### config.mk
export PLATFORM = sky130hd
export DESIGN_NAME = csif_top
export DESIGN_NICKNAME = d
export VERILOG_FILES = /design/src/csif_edge_flag.v /design/src/csif_top.v
export VERILOG_INCLUDE_DIRS = /design/src /design/src/src
export SDC_FILE = /design/constraint.sdc
export NUM_CORES = 1
export LEC_CHECK = 0
export ABC_CLOCK_PERIOD_IN_PS = 1700
export BUFFER_PORTS_ARGS = -buffer_cell sky130_fd_sc_hd__buf_2
export CAP_MARGIN = 20
export CELL_PAD_IN_SITES_DETAIL_PLACEMENT = 0
export CELL_PAD_IN_SITES_GLOBAL_PLACEMENT = 1
export CORE_MARGIN = 1.5
export CORE_UTILIZATION = 35
export CTS_CLUSTER_SIZE = 12
export DETAILED_ROUTE_END_ITERATION = 16
export GPL_ROUTABILITY_DRIVEN = 0
export PLACE_DENSITY = 0.73
export SKIP_LAST_GASP = 1
export SLEW_MARGIN = 30
export SYNTH_ARGS = -nofsm -noshare
export SYNTH_HDL_FRONTEND = slang
export SYNTH_HIERARCHICAL = 1
export SYNTH_SLANG_ARGS = --single-unit
### constraint.sdc
create_clock -name core_clk -period 1.7 [get_ports core_clk]
set_input_delay 0.085 -clock core_clk [delete_from_list [all_inputs] [get_ports core_clk]]
set_output_delay 0.085 -clock core_clk [all_outputs]
set_load 0.01 [all_outputs]
### src/csif_map.vh
// register map and constants of the clock synth interrupt flag block
`ifndef CSIF_MAP_VH
`define CSIF_MAP_VH
`define CSIF_ADDR_W 8
`define CSIF_DATA_W 8
`define CSIF_NSRC 8
`define CSIF_OFS_LIVE 8'h0d
`define CSIF_OFS_MASK 8'h0e
`define CSIF_OFS_POL 8'h0f
`define CSIF_OFS_FLAG 8'h10
`define CSIF_OFS_CTL 8'h11
`define CSIF_RST_BYTE 8'h00
`define CSIF_RST_BIT 1'b0
`define CSIF_BIT_LOCK_LOST_A 7
`define CSIF_BIT_SIGNAL_LOST_A 6
`define CSIF_BIT_CALIBRATING_A 5
`define CSIF_BIT_LOCK_LOST_B 4
`define CSIF_BIT_SIGNAL_LOST_B 3
`define CSIF_BIT_CALIBRATING_B 2
`define CSIF_BIT_REF_BACK_A 1
`define CSIF_BIT_REF_BACK_B 0
`define CSIF_CTL_EN 0
`define CSIF_CTL_AND 1
`define CSIF_ZERO_BIT 1'b0
`endif

### src/csif_edge_flag.v
// one sticky edge flag with polarity select and write-zero clear
`timescale 1ns/10ps
`include "csif_map.vh"
module csif_edge_flag (
    input wire core_clk,
    input wire rst_n,
    input wire src_level,
    input wire edge_sel,
    input wire flag_enable,
    input wire clear_req,
    output reg flag_q,
    output reg level_q
);
    wire rise;
    wire fall;
    wire hit;
    reg flag_d;
    assign rise = src_level & ~level_q;
    assign fall = ~src_level & level_q;
    assign hit = flag_enable & (edge_sel ? rise : fall);
    always @* begin
        flag_d = flag_q;
        if (clear_req) begin
            flag_d = `CSIF_ZERO_BIT;
        end
        if (hit) begin
            flag_d = 1'b1;
        end
    end
    always @(posedge core_clk) begin
        if (!rst_n) begin
            flag_q <= `CSIF_RST_BIT;
            level_q <= `CSIF_RST_BIT;
        end else begin
            flag_q <= flag_d;
            level_q <= src_level;
        end
    end
endmodule

### src/csif_top.v
// interrupt status, mask, polarity and sticky flags of a dual pll clock synth
// Notes on behaviour
// - live register shows sources regardless of enable
// - live bits: lol a..ref back b, 7..0
// - ref switch sources flag automatic return-to-primary
// - mask bit one blocks source from interrupt
// - mask resets zero, preload allowed at startup
// - polarity one: rising edge sets flag
// - polarity zero: falling edge; polarity resets zero
// - flags latch edges, same bits, reset zero
// - flags set only while master enable set; write-zero clears work regardless
// - writing zero clears flag until next edge
// - and mode needs all unmasked; or any
// - enable zero silences status interrupt output
`timescale 1ns/10ps
`include "csif_map.vh"
module csif_top (
    input wire core_clk,
    input wire rst_n,
    input wire lock_lost_a,
    input wire signal_lost_a,
    input wire calibrating_a,
    input wire lock_lost_b,
    input wire signal_lost_b,
    input wire calibrating_b,
    input wire ref_switch_back_a,
    input wire ref_switch_back_b,
    input wire preload_valid,
    input wire [7:0] preload_mask,
    input wire [7:0] preload_pol,
    input wire [7:0] preload_ctl,
    input wire reg_wr,
    input wire reg_rd,
    input wire [7:0] reg_addr,
    input wire [7:0] reg_wdata,
    output reg [7:0] reg_rdata_q,
    output wire irq_status
);
    wire [7:0] src_vec;
    wire [7:0] live_vec;
    wire [7:0] flag_vec;
    wire [7:0] clear_vec;
    wire [7:0] active_vec;
    reg [7:0] mask_q;
    reg [7:0] pol_q;
    reg irq_en_q;
    reg and_mode_q;
    reg irq_and;
    reg irq_or;
    reg [7:0] rdata_d;

    function addr_hit;
        input [7:0] a;
        input [7:0] ofs;
        begin
            addr_hit = (a == ofs);
        end
    endfunction

    // source order fixes the bit layout of the live, mask, polarity and flag registers
    assign src_vec[`CSIF_BIT_LOCK_LOST_A] = lock_lost_a;
    assign src_vec[`CSIF_BIT_SIGNAL_LOST_A] = signal_lost_a;
    assign src_vec[`CSIF_BIT_CALIBRATING_A] = calibrating_a;
    assign src_vec[`CSIF_BIT_LOCK_LOST_B] = lock_lost_b;
    assign src_vec[`CSIF_BIT_SIGNAL_LOST_B] = signal_lost_b;
    assign src_vec[`CSIF_BIT_CALIBRATING_B] = calibrating_b;
    assign src_vec[`CSIF_BIT_REF_BACK_A] = ref_switch_back_a;
    assign src_vec[`CSIF_BIT_REF_BACK_B] = ref_switch_back_b;

    // writing one leaves the flag alone, zero clears
    assign clear_vec = (reg_wr && addr_hit(reg_addr, `CSIF_OFS_FLAG)) ? ~reg_wdata :
        `CSIF_RST_BYTE;

    genvar gi;
    generate
        for (gi = 0; gi < `CSIF_NSRC; gi = gi + 1) begin : g_src
            csif_edge_flag u_flag (
                .core_clk(core_clk),
                .rst_n(rst_n),
                .src_level(src_vec[gi]),
                .edge_sel(pol_q[gi]),
                .flag_enable(irq_en_q),
                .clear_req(clear_vec[gi]),
                .flag_q(flag_vec[gi]),
                .level_q(live_vec[gi])
            );
        end
    endgenerate

    // mask, polarity and control registers: reset first, then preload, then bus writes
    always @(posedge core_clk) begin
        if (!rst_n) begin
            mask_q <= `CSIF_RST_BYTE;
            pol_q <= `CSIF_RST_BYTE;
            irq_en_q <= `CSIF_RST_BIT;
            and_mode_q <= `CSIF_RST_BIT;
        end else if (preload_valid) begin
            mask_q <= preload_mask;
            pol_q <= preload_pol;
            irq_en_q <= preload_ctl[`CSIF_CTL_EN];
            and_mode_q <= preload_ctl[`CSIF_CTL_AND];
        end else if (reg_wr) begin
            if (addr_hit(reg_addr, `CSIF_OFS_MASK)) begin
                mask_q <= reg_wdata;
            end
            if (addr_hit(reg_addr, `CSIF_OFS_POL)) begin
                pol_q <= reg_wdata;
            end
            if (addr_hit(reg_addr, `CSIF_OFS_CTL)) begin
                irq_en_q <= reg_wdata[`CSIF_CTL_EN];
                and_mode_q <= reg_wdata[`CSIF_CTL_AND];
            end
        end
    end

    always @* begin
        rdata_d = `CSIF_RST_BYTE;
        if (reg_rd) begin
            case (reg_addr)
                `CSIF_OFS_LIVE: rdata_d = live_vec;
                `CSIF_OFS_MASK: rdata_d = mask_q;
                `CSIF_OFS_POL: rdata_d = pol_q;
                `CSIF_OFS_FLAG: rdata_d = flag_vec;
                `CSIF_OFS_CTL: begin
                    rdata_d[`CSIF_CTL_EN] = irq_en_q;
                    rdata_d[`CSIF_CTL_AND] = and_mode_q;
                end
                default: rdata_d = `CSIF_RST_BYTE;
            endcase
        end else begin
            rdata_d = reg_rdata_q;
        end
    end

    always @(posedge core_clk) begin
        if (!rst_n) begin
            reg_rdata_q <= `CSIF_RST_BYTE;
        end else begin
            reg_rdata_q <= rdata_d;
        end
    end

    // masked bits count as active in and mode so they hold it off only when all bits are masked
    assign active_vec = flag_vec & ~mask_q;
    always @* begin
        irq_and = &(flag_vec | mask_q);
        irq_or = |active_vec;
        // all sources masked gives no interrupt in either mode
        if (&mask_q) begin
            irq_and = 1'b0;
        end
    end
    assign irq_status = irq_en_q & (and_mode_q ? irq_and : irq_or);
endmodule
---- Word level (Yosys, flattened, before mapping) ----
Index checks and enable logic that the tools add are counted.
cells by class
  eq/ne operators ......................... 5
  muxes and demuxes ....................... 41
  bitwise gates (word level) .............. 45
  reduce and logical (&&, ||, !) cells .... 19
operator list
  operator            count
  $mux 8              7
  $mux 1              32
  $and 1x1->1         25
  $eq 8x4->1 const B  3
  $pmux 6 s4          1
  $reduce_bool 2->1   12
  $eq 8x5->1 const B  2
  $not 1->1           16
  $not 8->8           2
  $reduce_and 8->1    2
  $pmux 2 s5          1
  $and 8x8->8         1
  $or 8x8->8          1
  $reduce_or 8->1     1
  $reduce_and 2->1    3
  $logic_and 1x1->1   1
word-level totals
  bits in registers ....................... 42
  input bits .............................. 53
  output and inout bits ................... 9
  word-level logic and storage cells ...... 131

---- Depth between registers and ports, before layout ----
Gate-level depths: netlist of run 1.
  depth after elaboration ................. 5
  depth in mapped cells ................... 7
  mapped depth without buffers ............ 6

---- Modules after synthesis ----
Netlist of run 1, hierarchy kept.
modules (own cells, without submodules)
  module          instances  cells each  area each (um^2)  sequential area each (um^2)
  csif_top        1          187         1,576.5           520.5
  csif_edge_flag  8          7           85.1              40.0

---- Least setup slack after synthesis of run 1 ----
No wires, ideal clock.
  path kind ............................... in2reg
  start ................................... input port reg_addr[5]
  end ..................................... register g_src[0].u_flag.flag_q
  setup time .............................. 120 ps
  arrival time ............................ 1,657 ps
  required time ........................... 1,580 ps
  path slack .............................. -76 ps
  cell stages on the path ................. 7
  path buffers ............................ 1
  path through ............................ or3_1 buf_2 nor4_4 nand2_1 nor2_1 nor2b_1 o31a_1
on the way
  cells in the longest elaborated chain, start to end .. 4
RTL lines
  what                         RTL line             source
  start: declaration           csif_top.v:34        input wire [7:0] reg_addr,
  $eq 8x5->1                   csif_top.v:56        addr_hit = (a == ofs);
  $logic_and 1x1->1            csif_top.v:71        assign clear_vec = (reg_wr && addr_hit(reg_addr, `CSIF_OFS_FLAG)) ? ~reg_wdata :
  $mux 8 (no line)             -
  via clear_vec[0]             csif_top.v:42        wire [7:0] clear_vec;
  $reduce_bool 2->1 (no line)  -
  end signal: assignment       csif_edge_flag.v:32  flag_q <= `CSIF_RST_BIT;
  end signal: assignment       csif_edge_flag.v:35  flag_q <= flag_d;
  end: declaration             csif_edge_flag.v:11  output reg flag_q,
The timed path passes the listed nets, and every way through them passes these cells.
A chain may end at the register's enable or synchronous reset.

---- Final worst setup path of run 1 ----
  start ................................... register mask_q[4]
  end ..................................... output port irq_status
on the way
  cells in the longest elaborated chain, start to end .. 5
  elaborated cells on any way between the ends .. 9
  classes of those cells .................. mux (2); bitwise (4); reduce/logical (3)
RTL lines
  what                                                    RTL line                        source
  start: declaration                                      csif_top.v:44                   reg [7:0] mask_q;
  start signal: assignment                                csif_top.v:93                   mask_q <= `CSIF_RST_BYTE;
  start signal: assignment                                csif_top.v:98                   mask_q <= preload_mask;
  start signal: assignment                                csif_top.v:104                  mask_q <= reg_wdata;
  $or 8x8->8 / $not 8->8 (equally long branches)          csif_top.v:146, csif_top.v:144
  $reduce_and 8->1 / $and 8x8->8 (equally long branches)  csif_top.v:146, csif_top.v:144
  $mux 1 / $reduce_or 8->1 (equally long branches)        csif_top.v:149, csif_top.v:147
  $mux 1 *                                                csif_top.v:153                  assign irq_status = irq_en_q & (and_mode_q ? irq_and : irq_or);
  $and 1x1->1 *                                           csif_top.v:153
  end: declaration                                        csif_top.v:37                   output wire irq_status
Mark *: on every way between the ends. The rest lies on a longest branch, timed or not.

==> reports/qor.txt, run 1 <==
Non-filler cells, final -> 397
Pleak -> 1.38 nW
Post-layout minimum cycle time -> 1.68 ns
Drt wl/cell -> 16.7 um
Switching pwr -> 528 uW
Worst Setup Start Kind -> flip-flop
Crit. End Element -> output port
Clock root cell -> clkbuf_8
ANT nets after route -> 0
Setup violators final -> 0
Pwr per Cell Area -> 741 nW/um^2
Crit-path cells -> o22ai_2, nor4_2, o21ai_1, a221oi_2, buf_2
Syn Area/Cell -> 9.29 um^2
Final net count -> 373
DPL Wire Length -> 4970 um
Initial Util -> 36.0%
Fillers -> 634
Post-CTS Setup Inserts -> 0
Initial antenna violation count -> 0
Total GRT Usage -> 19.8%
Register area -> 865 um^2
Hold Buf Count CTS -> 0
Synth Register Bits -> 42
Synthesized area -> 2260 um^2
Max Cap Violations -> 0
CP arrival -> 1.60 ns
Worst Tran Pin Value -> 0.490 ns
Sequential share of power -> 49.1%
Post-synth EDFFs -> 0
Max Slew Vio Count -> 0
# IOs -> 62
Syn-to-layout area delta -> 30.4%
Clock Power Share -> 36.8%
Clock Skew -> 0.00508 ns
CTS tree -> done
Residual DRC -> 0
First-pass GRT wire length -> 10,800 um
Port Buf Inserts -> 55
Logic pwr share -> 14.0%
Grt ovf -> 0
Crit path required time -> 1.62 ns
Fmax achieved -> 594 MHz
Total design power -> 2.18 mW
Net count after synthesis -> 296
Worst setup path category -> flip-flop to output port
Critical Path Fanout Max -> 5
Final Hold Violating Endpoints -> 0
Fraction of layout cells with a size suffix above 1 -> 36.6%
DRT Wirelength -> 6640 um
Vias in the first global route -> 2,100
CTS Buffer Depth -> 2
Relative slew slack -> 67.3%
Routed vias -> 2,171
Commonest non-fill, non-tap cell in the layout -> buf_2
Sw frac -> 24.2%
Die area -> 6940 um^2
Cells after Synth -> 243
Largest stage delay, worst path -> 0.38 ns
Worst skew pair latency -> 0.29 ns
Die Height -> 83.3 um
Status -> finished clean
Ys async rst share -> 0%
Core Util, Final -> 46.9%
Cells after DPL -> 390
Internal -> 1.65 mW
Ys Warns -> 6
Clock slew at the register clock pins of the worst setup and hold paths -> 0.08 ns
Final period util -> 99.1%
Seq/Total Area, Yosys -> 37.3%
RSZ-0062 raised after global routing -> true
Most frequent cells in the layout -> 55 x buf_2, 31 x dfxtp_1, 24 x buf_4, 16 x mux2i_1
Core area -> 6280 um^2
CTS H-tree lvls -> 2
Ys flop type -> dfxtp_1
HP Class -> input pin to flip-flop
CTS Buf Count -> 5
Die X -> 83.3 um
Multi-input gate area -> 1370 um^2
Vias per Instance -> 5.47
FF-to-FF setup slack -> 0.53 ns
Pin count of the biggest net entering global routing -> 33
Drt pass-1 iters -> 4
ANT cells -> 0
Netlist cell types -> 44
VDD IR-drop max -> 0.463 mV
Max stage delay cell, worst path -> dfxtp_4
Placement row count -> 29
Initial DRC Count -> 91
Clk sinks -> 42
critical path: cells and delay by family, from the launching register on:
family | cells | cell delay (ns)
and+or+nand+nor | 1 | 0.25
DFF | 1 | 0.38
buffers and inverters | 1 | 0.18
AOI/OAI and AO/OA | 3 | 0.50
synthesized netlist by cell type, types with 7 or more instances:
cell type / n / area [um^2]
dfxtp_1: 42 / 841
mux2i_1: 16 / 160
nand2_1: 15 / 56.3
o21ai_0: 15 / 75.1
a22oi_1: 12 / 90.1
inv_1: 11 / 41.3
nor2_1: 11 / 41.3
nor2b_1: 11 / 68.8
a21oi_1: 9 / 45.0
o211a_1: 9 / 90.1
and2_1: 8 / 50.1
and4b_2: 8 / 90.1
and4bb_1: 8 / 100
o31a_1: 8 / 70.1
a21boi_0: 7 / 52.6
sequential cells by signal, summed over array words and instances (netlist names):
signal,flops
and_mode_q,1
g_src.u_flag/flag_q,8
pol_q,8
irq_en_q,1
g_src.u_flag/level_q,8
reg_rdata_q,8
mask_q,8
final cells by class:
| cell class | instances | share of cell area [%] |
|---|---|---|
| Multi-Input combinational cell | 180 | 46.5 |
| Sequential cell | 42 | 29.4 |
| Timing Repair Buffer | 79 | 15.5 |
| Tap cell | 77 | 3.27 |
| Clock buffer | 6 | 2.80 |
| Inverter | 12 | 1.53 |
| Clock inverter | 1 | 1.02 |
worst paths after layout:
path,from,end,cells past startpoint
worst max register to register,mask_q[1]$_SDFFE_PN0P_,reg_rdata_q[1]$_SDFFE_PN0P_,4
worst max-delay path,mask_q[4]$_SDFFE_PN0P_,irq_status,5
worst min register to register,reg_rdata_q[6]$_SDFFE_PN0P_,reg_rdata_q[6]$_SDFFE_PN0P_,2
worst min-delay path,ref_switch_back_b,g_src[0].u_flag/level_q$_SDFF_PN0_,2
metrics by stage:
stage / setup WS (ns) / cell area, um^2 / hold WS [ns] / setup TNS [ns]
after floorplan: -0.0461 / 2270 / 0.207 / -0.369
after global placement: 0.0103 / 2770 / 0.313 / 0
after detailed placement: -0.0238 / 2770 / 0.317 / -0.172
after global routing: -0.0890 / 2940 / 0.00937 / -0.0890
final: 0.0158 / 2940 / 0.0122 / 0
after CTS: 0.00154 / 2890 / 0.00610 / 0
logic make-up after synthesis:
logic type             Yosys count  synth area share [%]
DFF                             42                  37.3
AOI/OAI and AO/OA               81                  26.5
buffers and inverters           21                  3.88
muxes                           17                  7.59
and+or+nand+nor                 82                  24.8
repair_timing:
action                     4_1_cts  5_1_grt
gates resized for setup          7       16
setup endpoints to repair        1        1
pin swaps                        1        3
routing by layer:
layer / up-vias / GRT usage, % / part of all wire [%]
met1: 1019 / 26.6 / 48
li1: 1090 / - / -
met2: 51 / 32.2 / 46
met3: 11 / 3.38 / 4.2
met5: - / 0 / 0
met4: 0 / 6.82 / 1.5
power by group through the flow:
stage | sequential [mW] | clock [mW] | combinational, mW
2_1_floorplan | 1.09 | 0 | 0.146
3_3_place_gp | 1.09 | 0 | 0.295
3_5_place_dp | 1.09 | 0 | 0.297
4_1_cts | 1.07 | 0.823 | 0.302
5_1_grt | 1.08 | 0.862 | 0.339
6_report | 1.07 | 0.803 | 0.306
Note: power is estimated with default switching activity, not from simulation.
==> run 2: changes to the inputs <==
- ABC_AREA: default -> 0
- PLACE_DENSITY: 0.73 -> 0.83
==> run 2 against run 1 <==
Against the previous run: power fell by 0.55%; fmax rose by 0.26%; cell area down 0.85%; global-route usage decreased by 0.58 points; critical endpoint unchanged; sequential share of layout area shrank 0.22 points; non-clock buffer count up 3; via count rose by 1.4%; hold slack is essentially flat; die area is the same; first-iteration DRC count grew 40%; clock skew is 0.0022 ns higher.
==> reports/qor.txt, run 2 (synthesis gave the netlist of run 1 again) <==
Relative slew slack -> 70.3% (+3.0 points)
Final hold slack -> 0.0120 ns (-0.000223 ns)
First-pass GRT wire length -> 10,600 um (-1.9%)
Critical Path Fanout Max -> 4 (-1)
Crit. End Element -> output port
Status -> finished clean
Setup_tns -> 0 ns (unchanged)
Core area -> 6280 um^2 (unchanged)
Post-layout minimum cycle time -> 1.68 ns (-0.00437 ns)
Crit-path cells -> o22ai_1, nor4_1, o21ai_1, a221oi_2, buf_2
Worst Tran Pin Value -> 0.445 ns (-0.0445 ns)
Pleak -> 1.37 nW (-0.46%)
Total GRT Usage -> 19.2% (-0.58 points)
HP Class -> input pin to flip-flop
ANT cells -> 0 (unchanged)
Setup violators final -> 0 (unchanged)
Routed vias -> 2,202 (+1.4%)
Placement row count -> 29 (unchanged)
Worst Setup Start Kind -> flip-flop
CTS Buf Count -> 5 (unchanged)
Fmax achieved -> 595 MHz (+0.26%)
Syn-to-layout area delta -> 29.3%
Worst path bufs/invs -> 1 (unchanged)
Most frequent cells in the layout -> 55 x buf_2, 34 x dfxtp_1, 27 x buf_4, 16 x mux2i_1
Grt ovf -> 0 (unchanged)
Total design power -> 2.17 mW (-0.55%)
Final setup margin -> 0.0202 ns (+0.00437 ns)
Final net count -> 376 (+0.80%)
Fillers -> 635 (+0.16%)
Clock root cell -> clkbuf_8
ANT nets after route -> 0 (unchanged)
Pin count of the biggest net entering global routing -> 27 (-18%)
Clock slew at the register clock pins of the worst setup and hold paths -> 0.08 ns (about the same)
Max Cap Violations -> 0 (unchanged)
Fraction of layout cells with a size suffix above 1 -> 34.9% (-1.7 points)
CTS tree -> done
Worst skew pair latency -> 0.29 ns (about the same)
Final period util -> 98.8% (-0.26 points)
CP arrival -> 1.59 ns (about the same)
Port Buf Inserts -> 55 (unchanged)
Clk sinks -> 42 (unchanged)
DPL Wire Length -> 4880 um (-1.8%)
Max Slew Vio Count -> 0 (unchanged)
Vias per Instance -> 5.49 (+0.42%)
Drt pass-1 iters -> 4 (unchanged)
Die Height -> 83.3 um (unchanged)
Initial antenna violation count -> 0 (unchanged)
Clock Skew -> 0.00731 ns (+0.00223 ns)
Final Hold Violating Endpoints -> 0 (unchanged)
Register area -> 851 um^2 (-1.6%)
Die X -> 83.3 um (unchanged)
Worst setup path category -> flip-flop to output port
Residual DRC -> 0 (unchanged)
Largest stage delay, worst path -> 0.36 ns (-0.02 ns)
Crit path required time -> 1.62 ns (about the same)
VDD IR-drop max -> 0.385 mV (-17%)
RSZ-0062 raised after global routing -> true
Multi-input gate area -> 1340 um^2 (-2.3%)
Max stage delay cell, worst path -> dfxtp_2
Initial DRC Count -> 127 (+40%)
CTS H-tree lvls -> 2 (unchanged)
Die area -> 6940 um^2 (unchanged)
Pwr per Cell Area -> 743 nW/um^2 (+0.30%)
Critical path's top delay family -> compound AO/OA/AOI/OAI gates
# IOs -> 62 (unchanged)
Commonest non-fill, non-tap cell in the layout -> buf_2
Drt wl/cell -> 16.5 um (-1.4%)
DRT Wirelength -> 6610 um (-0.38%)
DP Worst Slack -> -0.0163 ns (+0.00745 ns)
Initial Util -> 36.0% (unchanged)
Vias in the first global route -> 2,081 (-0.90%)
CTS Buffer Depth -> 2 (unchanged)
## run 2: cell types whose count changed in the layout (fill, tap and decap cells not counted), moves of 2 or more
cell	before	now
dfxtp_1	31	34
o22ai_1	4	6
dfxtp_4	4	0
buf_4	24	27
## run 2: report_power, final
group,internal (mW),leakage (nW),switching (mW),total (mW)
clock network,0.438,0.0514,0.350,0.789
registers,1.03,0.349,0.0394,1.07
logic,0.156,0.971,0.153,0.309
total,1.63,1.37,0.543,2.17
## run 2: stage by stage
step / std cells / cell area [um^2] / util, %
2_1_floorplan: 243 / 2270 / -
3_3_place_gp: 392 / 2780 / 44.3
3_5_place_dp: 392 / 2780 / 44.3
4_1_cts: 401 / 2920 / 46.5
5_1_grt: 401 / 2920 / 46.5
6_report: 401 / 2920 / 46.5
## run 2: per-layer routing
metal | global-route usage (%) | wire length, um
met1 | 24.3 | 3030
met3 | 3.88 | 276
met4 | 7.27 | 151
met2 | 32.3 | 3150
met5 | 0 | 0
## run 2: final timing paths
kind,start,to,slack [ns],cells after the start
max reg2reg,irq_en_q$_SDFFE_PN0P_,g_src[0].u_flag/flag_q$_SDFFE_PN0P_,0.56,3
min,lock_lost_b,g_src[4].u_flag/level_q$_SDFF_PN0_,0.01,2
min reg2reg,reg_rdata_q[3]$_SDFFE_PN0P_,reg_rdata_q[3]$_SDFFE_PN0P_,0.50,2
max,g_src[6].u_flag/flag_q$_SDFFE_PN0P_,irq_status,0.02,5
## run 2: layout make-up
type	instances	area share, %
tap	77	3.30
sequential	42	29.1
multi-input combinational	180	45.9
clock buffer	6	2.49
inverter	12	1.54
clock inverter	2	1.29
timing repair buffer	82	16.4
## run 2: timing repair
action,in CTS,in global routing
endpoints found under the setup margin,1,1
resized for setup,11,0
pin swaps,2,0
buffers inserted,1,0
hold buffers,0,0
==> run 3: changes to the inputs <==
==> constraint.sdc (replaced) <==
create_clock -name core_clk -period 1.7 [get_ports core_clk]
set_input_delay 0.17 -clock core_clk [delete_from_list [all_inputs] [get_ports core_clk]]
set_output_delay 0.17 -clock core_clk [all_outputs]
set_load 0.01 [all_outputs]
==> run 3 against run 2 <==
Against the previous run: the run now ends with setup timing left; worst setup slack worse by 0.091 ns; register-to-register slack got worse by 0.07 ns; core utilization increased by 0.58 points; power fell by 7.4%; clock-buffer cell count increased by 1; clock power down 22%; largest cell class unchanged; highest routed layer unchanged.
==> reports/qor.txt, run 3 (synthesis gave the netlist of run 1 again) <==
Die Height -> 83.3 um (unchanged)
Clk sinks -> 42 (unchanged)
Cells after DPL -> 395 (+0.77%)
Relative slew slack -> 73.1% (+2.8 points)
RSZ-0062 raised after global routing -> true
Post-layout minimum cycle time -> 1.77 ns (+0.0910 ns)
Final period util -> 104% (+5.4 points)
Reg2reg path depth -> 4 (+1)
Worst Setup SP -> g_src[7].u_flag/flag_q$_SDFFE_PN0P_
Grt ovf -> 0 (unchanged)
Multi-input gate area -> 1360 um^2 (+1.8%)
First-pass GRT wire length -> 10,700 um (+1.8%)
Largest stage delay, worst path -> 0.36 ns (about the same)
CTS tree -> done
Final hold slack -> 0.0965 ns (+0.0845 ns)
Fraction of layout cells with a size suffix above 1 -> 37.5% (+2.6 points)
Drt pass-1 iters -> 4 (unchanged)
Die area -> 6940 um^2 (unchanged)
Pwr per Cell Area -> 680 nW/um^2 (-8.5%)
Fillers -> 630 (-0.79%)
Total GRT Usage -> 19.7% (+0.49 points)
Hold Buf Count CTS -> 0 (unchanged)
Drt wl/cell -> 16.6 um (+0.39%)
Final setup margin -> -0.0709 ns (-0.0910 ns)
Pleak -> 1.41 nW (+2.8%)
Die X -> 83.3 um (unchanged)
Crit-path cells -> o22ai_2, nor4_2, o21ai_1, a221oi_2, buf_2
Critical R2R Launch -> mask_q[1]$_SDFFE_PN0P_
ANT nets after route -> 0 (unchanged)
Pin count of the biggest net entering global routing -> 23 (-15%)
M1 WL -> 3150 um (+3.7%)
Crit path to -> irq_status
Max Slew Vio Count -> 0 (unchanged)
DPL Wire Length -> 4930 um (+0.96%)
Syn-to-layout area delta -> 30.9%
CTS H-tree lvls -> 2 (unchanged)
Top layer in use -> met4
DP Worst Slack -> -0.112 ns (-0.0954 ns)
Worst Setup Start Kind -> flip-flop
Core area -> 6280 um^2 (unchanged)
Vias in the first global route -> 2,097 (+0.77%)
Register area -> 860 um^2 (+1.0%)
FF-to-FF setup slack -> 0.49 ns (-0.07 ns)
CTS Buf Count -> 5 (unchanged)
Worst setup path category -> flip-flop to output port
Clock root cell -> clkbuf_8
CTS Buffer Depth -> 2 (unchanged)
Fmax achieved -> 565 MHz (-5.1%)
Initial Util -> 36.0% (unchanged)
Reg-to-reg endpoint -> reg_rdata_q[1]$_SDFFE_PN0P_
ANT cells -> 0 (unchanged)
Vias per Instance -> 5.43 (-1.1%)
Final Hold Violating Endpoints -> 0 (unchanged)
Commonest non-fill, non-tap cell in the layout -> buf_2
Residual DRC -> 0 (unchanged)
Final net count -> 381 (+1.3%)
Critical Path Fanout Max -> 2 (-2)
Worst skew pair latency -> 0.30 ns (about the same)
Max stage delay cell, worst path -> dfxtp_2
Wire length on met2 -> 3080 um (-2.3%)
Clock slew at the register clock pins of the worst setup and hold paths -> 0.08 ns (about the same)
Routed vias -> 2,199 (-0.14%)
VDD IR-drop max -> 0.418 mV (+8.5%)
Failing checks -> setup timing
Clock Skew -> 0.00635 ns (-0.000957 ns)
Worst Tran Pin Value -> 0.404 ns (-0.0418 ns)
Setup violators final -> 1 (+1)
CP arrival -> 1.60 ns (about the same)
Status -> finished with violations
Port Buf Inserts -> 55 (unchanged)
# IOs -> 62 (unchanged)
Most frequent cells in the layout -> 55 x buf_2, 32 x buf_4, 31 x dfxtp_1, 16 x mux2i_1
Non-filler cells, final -> 405 (+1.0%)
Crit path required time -> 1.53 ns (-0.09 ns)
Crit. End Element -> output port
DRT Wirelength -> 6700 um (+1.4%)
Initial antenna violation count -> 0 (unchanged)
Met3 routed WL -> 342 um (+24%)
Initial DRC Count -> 127 (unchanged)
HP Class -> input pin to flip-flop
Max Cap Violations -> 0 (unchanged)
Placement row count -> 29 (unchanged)
-- run 3: cell count changes in the layout (fill, tap and decap cells not counted), sizes merged --
cell	before	now
buf	82	87
clkinvlp	1	0
bufinv	1	0
clkbuf	6	7
-- run 3: critical path, delay by kind of cell (launching register included) --
family,cells,cell delay (ns)
flip-flops,1,0.36
AO/OA/AOI/OAI,3,0.52
buffers and inverters,1,0.18
AND/OR/NAND/NOR,1,0.24
-- run 3: power breakdown --
group / total [mW] / leakage, nW / switching (mW) / internal [mW]
sequential: 1.07 / 0.351 / 0.0397 / 1.03
combinational: 0.325 / 1.02 / 0.159 / 0.166
clock: 0.614 / 0.0383 / 0.331 / 0.283
-- run 3: area by class of cell --
cell class / instances / area share [%]
multi-input combinational: 180 / 46.1
sequential: 42 / 29.1
timing repair buffer: 87 / 17.4
tap: 77 / 3.26
clock buffer: 7 / 2.58
inverter: 12 / 1.52
-- run 3: worst min-delay path by stage --
stage	cells after the start	slack, ns	to	from
after detailed placement	2	0.40	g_src[2].u_flag/level_q$_SDFF_PN0_	calibrating_b
after global routing	2	0.1	g_src[2].u_flag/level_q$_SDFF_PN0_	calibrating_b
after CTS	2	0.09	g_src[7].u_flag/level_q$_SDFF_PN0_	lock_lost_a
after floorplan	1	0.29	g_src[0].u_flag/level_q$_SDFF_PN0_	ref_switch_back_b
after global placement	2	0.40	g_src[4].u_flag/level_q$_SDFF_PN0_	lock_lost_b
final	2	0.1	g_src[7].u_flag/level_q$_SDFF_PN0_	lock_lost_a
-- run 3: what timing repair did --
action / in CTS / in global routing
cloned: 0 / 0
pin swaps: 3 / 2
endpoints found under the setup margin: 1 / 1
resized for setup: 13 / 7
setup buffers: 2 / 1
-- run 3: stage by stage --
step / util [%] / setup TNS [ns] / cell area, um^2 / power [mW]
floorplan: - / -1.05 / 2270 / 1.23
global placement: 44.7 / -0.961 / 2810 / 1.40
detailed placement: 44.7 / -1.03 / 2810 / 1.40
CTS: 46.6 / -0.0614 / 2920 / 2.02
global route: 47.1 / -0.175 / 2960 / 2.11
finish: 47.1 / -0.0709 / 2960 / 2.01
-- run 3: routing by layer --
layer	vias to the layer above	track usage, %
li1	1103	-
met1	1018	25.5
met2	66	30.9
met3	12	4.97
met4	0	9.09
met5	-	0
